## src/verilog/amz_defines.vh

```
// constants for the audio mute and pwm zeroing block
`ifndef AMZ_DEFINES_VH
`define AMZ_DEFINES_VH
// register indices as printed; byte address is four times the index
`define AMZ_IDX_MUTE_CTRL 8'h18
`define AMZ_IDX_PWM_STAT 8'h19
`define AMZ_ADDR_MUTE_CTRL 12'h060
`define AMZ_ADDR_PWM_STAT 12'h064
// reset values
`define AMZ_RST_LATENCY 8'h7F
`define AMZ_RST_MUTE_CTRL 16'h7F00
// field positions in the mute control register
`define AMZ_F_LAT_HI 15
`define AMZ_F_LAT_LO 8
`define AMZ_F_ZERO_EN 5
`define AMZ_F_CLR_SEL 4
`define AMZ_F_SW_MUTE 3
`define AMZ_F_CLR_MUTE 2
`define AMZ_F_MUTE_STAT 1
`define AMZ_F_MUTE_FLAG 0
// latency step of 1.066 ms expressed in ns, and core clock period in ns
`define AMZ_STEP_NS 1066000
`define AMZ_CLK_NS 4
`define AMZ_STEP_CYC (`AMZ_STEP_NS / `AMZ_CLK_NS)
// half period of the idle square wave in clock cycles
`define AMZ_SQ_HALF 16
// mute ramp time in clock cycles
`define AMZ_RAMP_CYC 64
`endif

```

## src/verilog/amz_sync.v

```verilog
// three-stage synchroniser with agreement filter for the mute pin
`timescale 1ns/1ps
`default_nettype none
module amz_sync
(
    // clock and reset
    input wire i_clk,
    input wire i_rst,
    // asynchronous level in, filtered level out
    input wire i_async,
    output reg o_level
);
    reg s1_q;
    reg s2_q;
    reg s3_q;

    // --------------------------------------------------------------
    // stage chain
    // --------------------------------------------------------------
    // only s2 reads s1; the filter looks at s2 and s3 alone
    always @(posedge i_clk or posedge i_rst)
    begin
        if (i_rst)
        begin
            s1_q <= 1'b0;
            s2_q <= 1'b0;
            s3_q <= 1'b0;
            o_level <= 1'b0;
        end
        else
        begin
            s1_q <= i_async;
            s2_q <= s1_q;
            s3_q <= s2_q;
            if (s2_q == s3_q)
                o_level <= s3_q;
        end
    end
endmodule
`default_nettype wire

```

## src/verilog/amz_mute_ctrl.v

```verilog
// mute control, pwm zeroing and apb register slave
//
// Behaviour
// - latency code sets 1.066 ms steps to zeroing
// - zero enable bit chooses zeroed or square wave
// - select 0: pin rising edge clears pin mute
// - select 1: pin mute held until clear bit
// - software mute bit mutes and unmutes
// - clear bit releases pin mute under select 1, self clears
// - status bit shows muting or muted
// - flag bit shows fully muted only
// - per channel bit set on leaving zero
`timescale 1ns/1ps
`default_nettype none
`include "amz_defines.vh"
module amz_mute_ctrl
#(
    parameter NCH = 4,
    parameter STEP_CYC = `AMZ_STEP_CYC
)
(
    // clock and reset
    input wire i_clk,
    input wire i_rst,
    // apb slave
    input wire i_psel,
    input wire i_penable,
    input wire i_pwrite,
    input wire [11:0] i_paddr,
    input wire [31:0] i_pwdata,
    output reg [31:0] o_prdata,
    output reg o_pready,
    output reg o_pslverr,
    // external mute pin, low means mute
    input wire i_mute_pin_n,
    // pwm stage: per channel audio request and output pins
    input wire [NCH-1:0] i_pwm_audio,
    output reg [NCH-1:0] o_amp_out,
    output reg o_muted
);
    // mute sequencer states
    localparam ST_RUN = 2'b00;
    localparam ST_MUTING = 2'b01;
    localparam ST_MUTED = 2'b10;
    localparam ST_UNMUTING = 2'b11;

    // ------------------------------------------------------------------
    // storage
    // ------------------------------------------------------------------
    // control register fields
    reg [7:0] lat_q;
    reg zero_en_q;
    reg clr_sel_q;
    reg sw_mute_q;
    reg clr_mute_q;
    // pin mute latch and the pin level one clock back
    reg pin_mute_q;
    reg pin_lvl_q;
    // mute sequencer, ramp and zeroing latency counters
    reg [1:0] st_q;
    reg [6:0] ramp_q;
    reg [31:0] step_q;
    reg [7:0] lat_cnt_q;
    reg zeroed_q;
    // idle square wave and per channel status
    reg [4:0] sq_cnt_q;
    reg sq_q;
    reg [NCH-1:0] ch_en_q;
    reg [NCH-1:0] prev_zero_q;
    // decodes, strobes and pin edges
    wire mute_stat;
    wire mute_flag;
    wire pin_lvl;
    wire mute_req;
    wire wr;
    wire rd;
    wire hit_ctrl;
    wire hit_stat;
    wire pin_rise;
    wire pin_fall;

    // ------------------------------------------------------------------
    // address decode, used by read and write paths
    // ------------------------------------------------------------------
    function dec;
        input [11:0] addr;
        input [11:0] target;
        begin
            dec = (addr == target);
        end
    endfunction

    assign hit_ctrl = dec(i_paddr, `AMZ_ADDR_MUTE_CTRL);
    assign hit_stat = dec(i_paddr, `AMZ_ADDR_PWM_STAT);
    // single wait-free access: setup then access with pready high
    // an unmapped address hits neither register, so its write changes nothing
    assign wr = i_psel & i_penable & i_pwrite & o_pready;
    assign rd = i_psel & i_penable & ~i_pwrite & o_pready;

    // ------------------------------------------------------------------
    // mute pin synchroniser
    // ------------------------------------------------------------------
    amz_sync u_sync
    (
        .i_clk(i_clk),
        .i_rst(i_rst),
        .i_async(~i_mute_pin_n),
        .o_level(pin_lvl)
    );

    // the synchroniser resets to the idle level, so no false edge follows reset
    assign pin_fall = pin_lvl & ~pin_lvl_q;
    // pin released: its mute level falls, which is the pin's rising edge
    assign pin_rise = ~pin_lvl & pin_lvl_q;
    assign mute_req = sw_mute_q | pin_mute_q;

    // status covers the whole ramp down; the flag waits for its end
    assign mute_stat = (st_q == ST_MUTING) || (st_q == ST_MUTED);
    assign mute_flag = (st_q == ST_MUTED);

    // ------------------------------------------------------------------
    // control register and pin mute latch
    // ------------------------------------------------------------------
    always @(posedge i_clk or posedge i_rst)
    begin
        if (i_rst)
        begin
            lat_q <= `AMZ_RST_LATENCY;
            zero_en_q <= 1'b0;
            clr_sel_q <= 1'b0;
            sw_mute_q <= 1'b0;
            clr_mute_q <= 1'b0;
            pin_mute_q <= 1'b0;
            pin_lvl_q <= 1'b0;
        end
        else
        begin
            pin_lvl_q <= pin_lvl;
            if (wr && hit_ctrl)
            begin
                // reserved bits are ignored on write
                lat_q <= i_pwdata[`AMZ_F_LAT_HI:`AMZ_F_LAT_LO];
                zero_en_q <= i_pwdata[`AMZ_F_ZERO_EN];
                clr_sel_q <= i_pwdata[`AMZ_F_CLR_SEL];
                sw_mute_q <= i_pwdata[`AMZ_F_SW_MUTE];
            end
            // writing 0 leaves the clear bit alone
            if (wr && hit_ctrl && i_pwdata[`AMZ_F_CLR_MUTE])
                clr_mute_q <= 1'b1;
            else if (clr_mute_q)
                clr_mute_q <= 1'b0; // self clears on the next clock
            // pin mute latch; a new pin assertion wins over any release
            // a pin still held low re-arms the latch, so a clear write then is lost
            if (pin_fall || pin_lvl)
                pin_mute_q <= 1'b1;
            else if (!clr_sel_q && pin_rise)
                pin_mute_q <= 1'b0;
            else if (clr_sel_q && clr_mute_q)
                pin_mute_q <= 1'b0; // only the clear bit releases
        end
    end

    // ------------------------------------------------------------------
    // mute state machine with ramp and zeroing latency
    // ------------------------------------------------------------------
    // the ramp stands in for the audio soft mute; latency starts when muted
    always @(posedge i_clk or posedge i_rst)
    begin
        if (i_rst)
        begin
            st_q <= ST_RUN;
            ramp_q <= 7'h00;
            step_q <= 32'h0000_0000;
            lat_cnt_q <= 8'h00;
            zeroed_q <= 1'b0;
        end
        else
        begin
            case (st_q)
                ST_RUN:
                begin
                    zeroed_q <= 1'b0;
                    ramp_q <= 7'h00;
                    if (mute_req)
                        st_q <= ST_MUTING;
                end
                ST_MUTING:
                begin
                    if (!mute_req)
                    begin
                        st_q <= ST_UNMUTING;
                        ramp_q <= 7'h00;
                    end
                    else if (ramp_q == `AMZ_RAMP_CYC - 1)
                    begin
                        st_q <= ST_MUTED;
                        step_q <= 32'h0000_0000;
                        lat_cnt_q <= 8'h00;
                    end
                    else
                        ramp_q <= ramp_q + 7'h01;
                end
                ST_MUTED:
                begin
                    if (!mute_req)
                    begin
                        st_q <= ST_UNMUTING;
                        ramp_q <= 7'h00;
                    end
                    else if (zero_en_q && !zeroed_q)
                    begin
                        // code n waits n+1 steps of 1.066 ms
                        // a 32-bit step count keeps the full range at the core clock
                        if (step_q == STEP_CYC - 1)
                        begin
                            step_q <= 32'h0000_0000;
                            if (lat_cnt_q == lat_q)
                                zeroed_q <= 1'b1;
                            else
                                lat_cnt_q <= lat_cnt_q + 8'h01;
                        end
                        else
                            step_q <= step_q + 32'h0000_0001;
                    end
                    else if (!zero_en_q)
                        zeroed_q <= 1'b0; // not zeroed after mute
                end
                ST_UNMUTING:
                begin
                    zeroed_q <= 1'b0;
                    if (mute_req)
                    begin
                        st_q <= ST_MUTING;
                        ramp_q <= 7'h00;
                    end
                    else if (ramp_q == `AMZ_RAMP_CYC - 1)
                        st_q <= ST_RUN;
                    else
                        ramp_q <= ramp_q + 7'h01;
                end
                // an unused code falls back to running audio
                default:
                    st_q <= ST_RUN;
            endcase
        end
    end

    // ------------------------------------------------------------------
    // idle square wave and pwm output selection
    // ------------------------------------------------------------------
    // a half-duty square keeps the amplifier biased with no audio
    // the square runs free, so a fresh mute joins it at whatever phase it holds
    always @(posedge i_clk or posedge i_rst)
    begin
        if (i_rst)
        begin
            sq_cnt_q <= 5'h00;
            sq_q <= 1'b0;
            o_amp_out <= {NCH{1'b0}};
            o_muted <= 1'b0;
        end
        else
        begin
            if (sq_cnt_q == `AMZ_SQ_HALF - 1)
            begin
                sq_cnt_q <= 5'h00;
                sq_q <= ~sq_q;
            end
            else
                sq_cnt_q <= sq_cnt_q + 5'h01;
            o_muted <= (st_q == ST_MUTED);
            if (zeroed_q)
                o_amp_out <= {NCH{1'b0}};
            else if (st_q == ST_MUTED)
                o_amp_out <= {NCH{sq_q}};
            else
                o_amp_out <= i_pwm_audio;
        end
    end

    // ------------------------------------------------------------------
    // per channel enable status
    // ------------------------------------------------------------------
    // all channels share one zeroing decision, so their bits move together
    genvar g;
    generate
        for (g = 0; g < NCH; g = g + 1)
        begin : g_ch
            // set on leaving zero for the square wave or for audio, cleared when zeroed
            always @(posedge i_clk or posedge i_rst)
            begin
                if (i_rst)
                begin
                    ch_en_q[g] <= 1'b0;
                    prev_zero_q[g] <= 1'b1;
                end
                else
                begin
                    prev_zero_q[g] <= zeroed_q;
                    if (zeroed_q)
                        ch_en_q[g] <= 1'b0;
                    else if (prev_zero_q[g])
                        ch_en_q[g] <= 1'b1;
                end
            end
        end
    endgenerate

    // ------------------------------------------------------------------
    // apb read path and ready
    // ------------------------------------------------------------------
    // ready rises in the access cycle, so each transfer has no wait state
    // read data is captured in the setup cycle and stands while pready is high
    always @(posedge i_clk or posedge i_rst)
    begin
        if (i_rst)
        begin
            o_pready <= 1'b0;
            o_prdata <= 32'h0000_0000;
            o_pslverr <= 1'b0;
        end
        else
        begin
            o_pready <= i_psel & ~i_penable;
            o_pslverr <= i_psel & ~i_penable & ~(hit_ctrl | hit_stat);
            if (i_psel && !i_penable && hit_ctrl)
                o_prdata <= {16'h0000, lat_q, 2'b00, zero_en_q, clr_sel_q,
                    sw_mute_q, clr_mute_q, mute_stat, mute_flag};
            else if (i_psel && !i_penable && hit_stat)
                o_prdata <= {{(32 - NCH){1'b0}}, ch_en_q};
            else if (rd)
                o_prdata <= o_prdata;
            else
                o_prdata <= 32'h0000_0000;
        end
    end
endmodule
`default_nettype wire

```

## config.mk

```make
export PLATFORM = sky130hd
export DESIGN_NAME = amz_mute_ctrl
export DESIGN_NICKNAME = d
export VERILOG_FILES = /design/src/verilog/amz_sync.v /design/src/verilog/amz_mute_ctrl.v
export VERILOG_INCLUDE_DIRS = /design/src /design/src/verilog
export SDC_FILE = /design/constraint.sdc
export NUM_CORES = 1
export LEC_CHECK = 0
export BUFFER_PORTS_ARGS = -buffer_cell sky130_fd_sc_hd__buf_4
export CAP_MARGIN = 20
export CORE_MARGIN = 3
export CORE_UTILIZATION = 60
export DETAILED_ROUTE_END_ITERATION = 8
export PLACE_DENSITY = 0.84
export SYNTH_ARGS = -nofsm -noshare
export SYNTH_HDL_FRONTEND = slang
export SYNTH_SLANG_ARGS = --single-unit
```

## constraint.sdc

```tcl
create_clock -name i_clk -period 6.51 [get_ports i_clk]
set_clock_uncertainty 0.05 [all_clocks]
set_input_delay 0.3255 -clock i_clk [delete_from_list [all_inputs] [get_ports i_clk]]
set_output_delay 0.3255 -clock i_clk [all_outputs]
set_load 0.005 [all_outputs]
```

# Word-level counts from Yosys, hierarchy flattened
# Index checks and enable logic that the tools add are counted.
# word_totals
elab_cells	137
ff_bits	115
out_inout_bits	39
inputBits	54
# op_classes
n_bitwise	18
n_mux	43
n_eq_ne	24
reduce_logical	23
n_addsub	4
# op_table
operator	count
32-bit two-way mux	8
32-bit case mux with 2 select lines	1
8-bit two-way mux	6
32-bit by 1-bit adder with 32-bit output (second input constant)	1
32-bit by 19-bit equality test with 1-bit output (second input constant)	1
7-bit two-way mux	4
7-bit case mux with 4 select lines	1
12-bit by 7-bit equality test with 1-bit output (second input constant)	2
8-bit case mux with 2 select lines	1
2-bit two-way mux	6
3-bit by 2-bit != test with 1-bit output (second input constant)	4
1-bit two-way mux	11
5-bit AND reduction	2
1-bit bitwise AND	9
8-bit by 1-bit adder with 8-bit output (second input constant)	1
8-bit equality test	1
1-bit logical AND	8
4-bit two-way mux	2
2-bit by 1-bit != test with 1-bit output (second input constant)	4
2-bit != test (second input constant)	4
2-bit case mux with 4 select lines	1
7-bit by 1-bit adder with 7-bit output (second input constant)	1
7-bit by 6-bit equality test with 1-bit output (second input constant)	1
1-bit NOT	7
18 further kinds	25

# Depth between registers and ports, before layout
# depth
depth_word	6
ltp_mapped	9
mapped_depth_nobuf	7

# Cells and area by module
# From an unflattened synthesis, not the netlist that was laid out.
# unflattened
hier_cells	501
area_unflattened_um2	4984.8
# modules_own_cells
module	seq_area_each_um2	n_inst	cells_each	area_per_inst_um2
amz_mute_ctrl	2337.2	1	495	4869.7
amz_sync	100.1	1	6	115.1

# Worst setup path after synthesis
# No wires, ideal clock.
# synth_path
kind	reg2reg
from	register step_q[0]
to	register lat_cnt_q[7]
required_time_ns	6.336
arrival_time_ns	1.956
synth_period_minus_slack_ns	2.130
n_path_buf	1
stages_incl_launch_ff	8
setup_time_ns	0.124
path_slack_ns	4.380
cell_sequence	dfrtp_1 -> ha_1 -> nor4b_1 -> nand4_1 -> a211oi_1 -> clkbuf_1 -> a31o_1 -> nand3_1
# synth_via
elab_chain_len	3
# synth_lines
element	line	source
start, declared	amz_mute_ctrl.v:62	reg [31:0] step_q;
start signal, assigned	amz_mute_ctrl.v:223	step_q <= step_q + 32'h0000_0001;
32-bit by 19-bit equality test with 1-bit output	amz_mute_ctrl.v:214	if (step_q == STEP_CYC - 1)
2-bit by 1-bit != test with 1-bit output (no line)	--	
7-bit AND reduction (no line)	--	
end signal, assigned	amz_mute_ctrl.v:220	lat_cnt_q <= lat_cnt_q + 8'h01;
end, declared	amz_mute_ctrl.v:63	reg [7:0] lat_cnt_q;
# No other way between the ends.
# A chain may end at the register's enable or synchronous reset.

# Worst setup path after layout
# layout_path
from	register st_q[0]
to	register step_q[27]
# layout_via
elab_chain_len	3
word_cells_on_any_way	9
classes_between	eq/ne: 6; mux: 1; reduce/logical: 2
# layout_lines
element	line	source
start, declared	amz_mute_ctrl.v:60	reg [1:0] st_q;
start signal, assigned	amz_mute_ctrl.v:171	st_q <= ST_RUN;
start signal, assigned	amz_mute_ctrl.v:185	st_q <= ST_MUTING;
start signal, assigned	amz_mute_ctrl.v:191	st_q <= ST_UNMUTING;
2-bit equality test *	--	
via mute_flag	amz_mute_ctrl.v:72	wire mute_flag;
2-bit by 1-bit != test with 1-bit output (no line) / 2-bit nonzero test (equally long branches)	--	
5-bit AND reduction (no line)	--	
# Mark *: on every way through the listed nets, which the timed path passes. The rest lies on a longest branch.

==> out/results.env <==
RR_WORST_DEPTH=6
GRT_MAX_DEGREE=50
WORST_SETUP_PATH_END_KIND='flip-flop'
SYNTHESIS.AREA_UM2=4920
GRT_PASS1_WL_UM=17400
FINAL_CELL_AREA_UM2=5550
DESIGN.DIE.AREA_UM2=9320
MOST-COMMON-LAYOUT-CELLS='sky130_fd_sc_hd__dfrtp_1 (89), sky130_fd_sc_hd__buf_4 (58), sky130_fd_sc_hd__nand2_1 (45)'
TIMING.FINAL.SETUP_VIOLATIONS=0
SWSHARE_PCT=37.1
SETUP_REPAIR_AFTER_GLOBAL_ROUTING_MISSED_ITS_MARGIN='no'
CP_SLOWEST_STAGE_DELAY_NS=1.02
TOTAL_SWITCHING_POWER_W=0.000562
POST-ROUTE-PERIOD-UTIL_PCT=51.7
TIGHTESTPINTRANSITION_NS=1.03
CRITPATHKIND='reg2reg'
RUN_STATUS='complete, no violations'
INITIAL_UTILIZATION_PCT=62.7
SHARE_SEQ_OF_TOTAL_POWER_PCT=45.4
SETUP_WS_NS=3.14
WORST_R2R_STARTPOINT='st_q[0]$_DFFE_PP0P_'
FIRST_ITER_VIOLATIONS=237
GRT_PASS1_VIAS=3715
FINALWORSTPATHREQUIREDPERIOD_NS=3.37
P_CLK_SHARE_PCT=25.2
TIMING.REG2REG.SETUP_SLACK_NS=3.14
DIE-WIDTH_UM=96.6
ROUTED-VIA-COUNT=4014
CTS-HOLD-FIX-BUFFERS=0
PLACED_AREA_UM2=5350
POWER_DENSITY_nW_PER_UM2=272
NNETSFINAL=609
SYNTH_CELL_TYPE_COUNT=52
POST_CTS_SETUP_BUFFER_COUNT=0
SYNTH_ASYNC_SR_FLOP_SHARE_PCT=100
WORST_IR_DROP_VDD_mV=0.173
TOP_LEVEL_PORTS=93
POST-DP-HPWL_UM=7320
POST_SYNTH.CELL_AREA_AVG_UM2=9.96
MAXSLEWVIOLCOUNT=0
CPMAXSTAGEDELAYCELL='sky130_fd_sc_hd__a21oi_2'
P_INT_W=0.000951
POST_CTS_RESIZED=0
SYNTH-WARNING-COUNT=0
SYNTH_EDF_COUNT=0
TIMING.SETUP.TNS_NS=0
CLOCK_SINK_COUNT=97
GRT_ANTENNA_BEFORE_REPAIR=0
CELLLEAKAGEPOWER_nW=2.57
CLK_PIN_SLEW_NS=0.10
DPL_WORST_SLACK_NS=3.20
POSTLAYOUTCOREUTIL_PCT=70.8
HOLDWS_NS=0.0197
SLEW_HEADROOM_PCT=31.3
YS_SEQ_ELEMENTS=97
STARTPOINT_TYPE='flip-flop'
CTS_MAX_LEVEL=3
DETAIL-ROUTE-ANTENNA-NETS=0
SYNTH_AREA_LEADERS='sky130_fd_sc_hd__dfrtp_1 (45%), sky130_fd_sc_hd__dfstp_2 (4.3%), sky130_fd_sc_hd__a21oi_1 (3.9%)'
FINALWIRELENGTH_UM=10700
FILLER_CELL_COUNT=598
PLACE.GP.CONGESTION=0.841
ROOT_BUFFER_CELL='sky130_fd_sc_hd__clkbuf_8'
LAYOUT-DRIVE-GT1-SHARE_PCT=16.7
TIMING.CRITICAL_PATH.FANOUT_MAX=24
COMB_POWER_SHARE_PCT=29.4
CRIT_REQUIRED_NS=6.67
FLOORPLAN.ROWS=32
DRCVIOLATIONCOUNT=0
YS_SEQ_AREA_SHARE_PCT=49.5
CORE_AREA_UM2=7850
SYNTH_TOP_CELL_AREA_SHARE_PCT=45.3
MAXCLOCKFREQUENCY_MHz=297
FINAL_COMMON_CELL='sky130_fd_sc_hd__dfrtp_1'
DOMINANTREGCELLSYNTH='sky130_fd_sc_hd__dfrtp_1'
GLOBAL_ROUTE.OVERFLOW_TOTAL=0
TIMING.FINAL.HOLD_VIOLATIONS=0
GR-USAGE-ALL-LAYERS_PCT=24.0
WORSTPATHCELLLIST='inv_1 -> ha_1 -> o21ai_0 -> nand3_1 -> a21oi_2 -> a21oi_1'
CELL_ACCOUNTING_FOR_THE_MOST_SYNTHESIZED_AREA='sky130_fd_sc_hd__dfrtp_1'
TRITONCTS='done'
POST_DRT_WL_PER_CELL_UM=16.5
PLACEMENT.IO_BUFFERS=54
DRT_PASS1_ITERATIONS=5
ARRIVAL_NS=3.52
CLOCK_LATENCY_NS=0.37
DIE_SPAN_IN_Y_UM=96.6
STARTPOINT='st_q[0]$_DFFE_PP0P_'
MAXIMUM_BUFFER_DEPTH_OF_THE_CLOCK_TREE=2
SYNTH_CELLS=494
CTS_INSERTED_BUFFERS=9
CAP_VIOLATIONS=0
AVG_VIAS_PER_CELL=6.16
WORSTHOLDPATHTYPE='in2async'
SYN2LAYOUT_AREA_GROWTH_PCT=12.9
NUM_ANTENNA_CELLS=0
[layer usage]
metal  track usage, %  vias up  wire, um
met4             8.41        0       143
li1                 -     1885         -
met5                0        -         0
met1             32.8     2013      4740
met2             39.3      105      5370
met3             3.56       11       495
[synth_stat cells (all sizes together) (4+ instances only)]
cell type  count
buf           21
nor4b          4
nor4           9
a22o          18
and3           9
a21oi         38
a31oi          4
or4           19
xor2          12
nor2          34
or3            5
nor3           9
dfstp          8
a211o          4
mux2          12
nor2b          5
ha            10
nand2         45
mux2i          4
nand3         21
o31ai         17
o211ai         4
nand4         11
o21ai         20
dfrtp         89
clkbuf        15
inv           13
and4           4
[cells by family after synthesis]
kind of cell | after synthesis | synth area share [%]
mux | 16 | 3.56
fa+ha+maj | 11 | 2.75
flops | 97 | 49.5
simple gates | 188 | 20.5
xor+xnor | 15 | 2.67
buf+inv | 49 | 5.16
other cells | 1 | 0.0762
compound gates | 117 | 15.7
[stage by stage]
stage | cells | power, W
6_report | 652 | 0.00151
5_1_grt | 652 | 0.00160
4_1_cts | 651 | 0.00151
3_5_place_dp | 635 | 0.00114
3_3_place_gp | 635 | 0.00111
2_1_floorplan | 511 | 0.00101
[flip-flops by register name, indices dropped and copies added, names as in the netlist, 2 cells and up]
register,cells
lat_cnt_q,8
st_q,2
o_prdata,14
o_amp_out,4
sq_cnt_q,5
step_q,32
lat_q,8
ramp_q,7
[worst max-delay path, delay by kind of cell (launching register included)]
family,cells,cell delay [ns]
AO/OA/AOI/OAI,3,1.42
AND/OR/NAND/NOR,1,0.65
adder cells (fa/ha/maj),1,0.53
buffers and inverters,1,0.11
flip-flops,1,0.42
[area by class of cell]
cell class,instances,area (um^2),area share (%)
multi-input cells,365,2300,41.5
repair buffers,59,450,8.11
inverters,13,50.0,0.901
clock inverters,6,48.8,0.879
clock buffers,10,138,2.48
well taps,102,128,2.30
flip-flops and latches,97,2440,43.9
[power by group through the flow]
stage / clock, W / sequential (W) / combinational [W]
2_1_floorplan: 0 / 0.000685 / 0.000329
5_1_grt: 0.000408 / 0.000694 / 0.000496
3_5_place_dp: 0 / 0.000698 / 0.000440
4_1_cts: 0.000385 / 0.000687 / 0.000442
3_3_place_gp: 0 / 0.000693 / 0.000420
6_report: 0.000381 / 0.000687 / 0.000445
[path summary, 6_finish.rpt]
path,end
worst min-delay path,o_prdata[8]$_DFFE_PP0P_
worst max register to register,step_q[27]$_DFFE_PP0P_
min in group i_clk,u_sync.s1_q$_DFF_PP0_
worst max-delay path,step_q[27]$_DFFE_PP0P_
worst min register to register,u_sync.s2_q$_DFF_PP0_
max in group asynchronous,step_q[23]$_DFFE_PP0P_
Note: power is estimated with default switching activity, not from simulation.
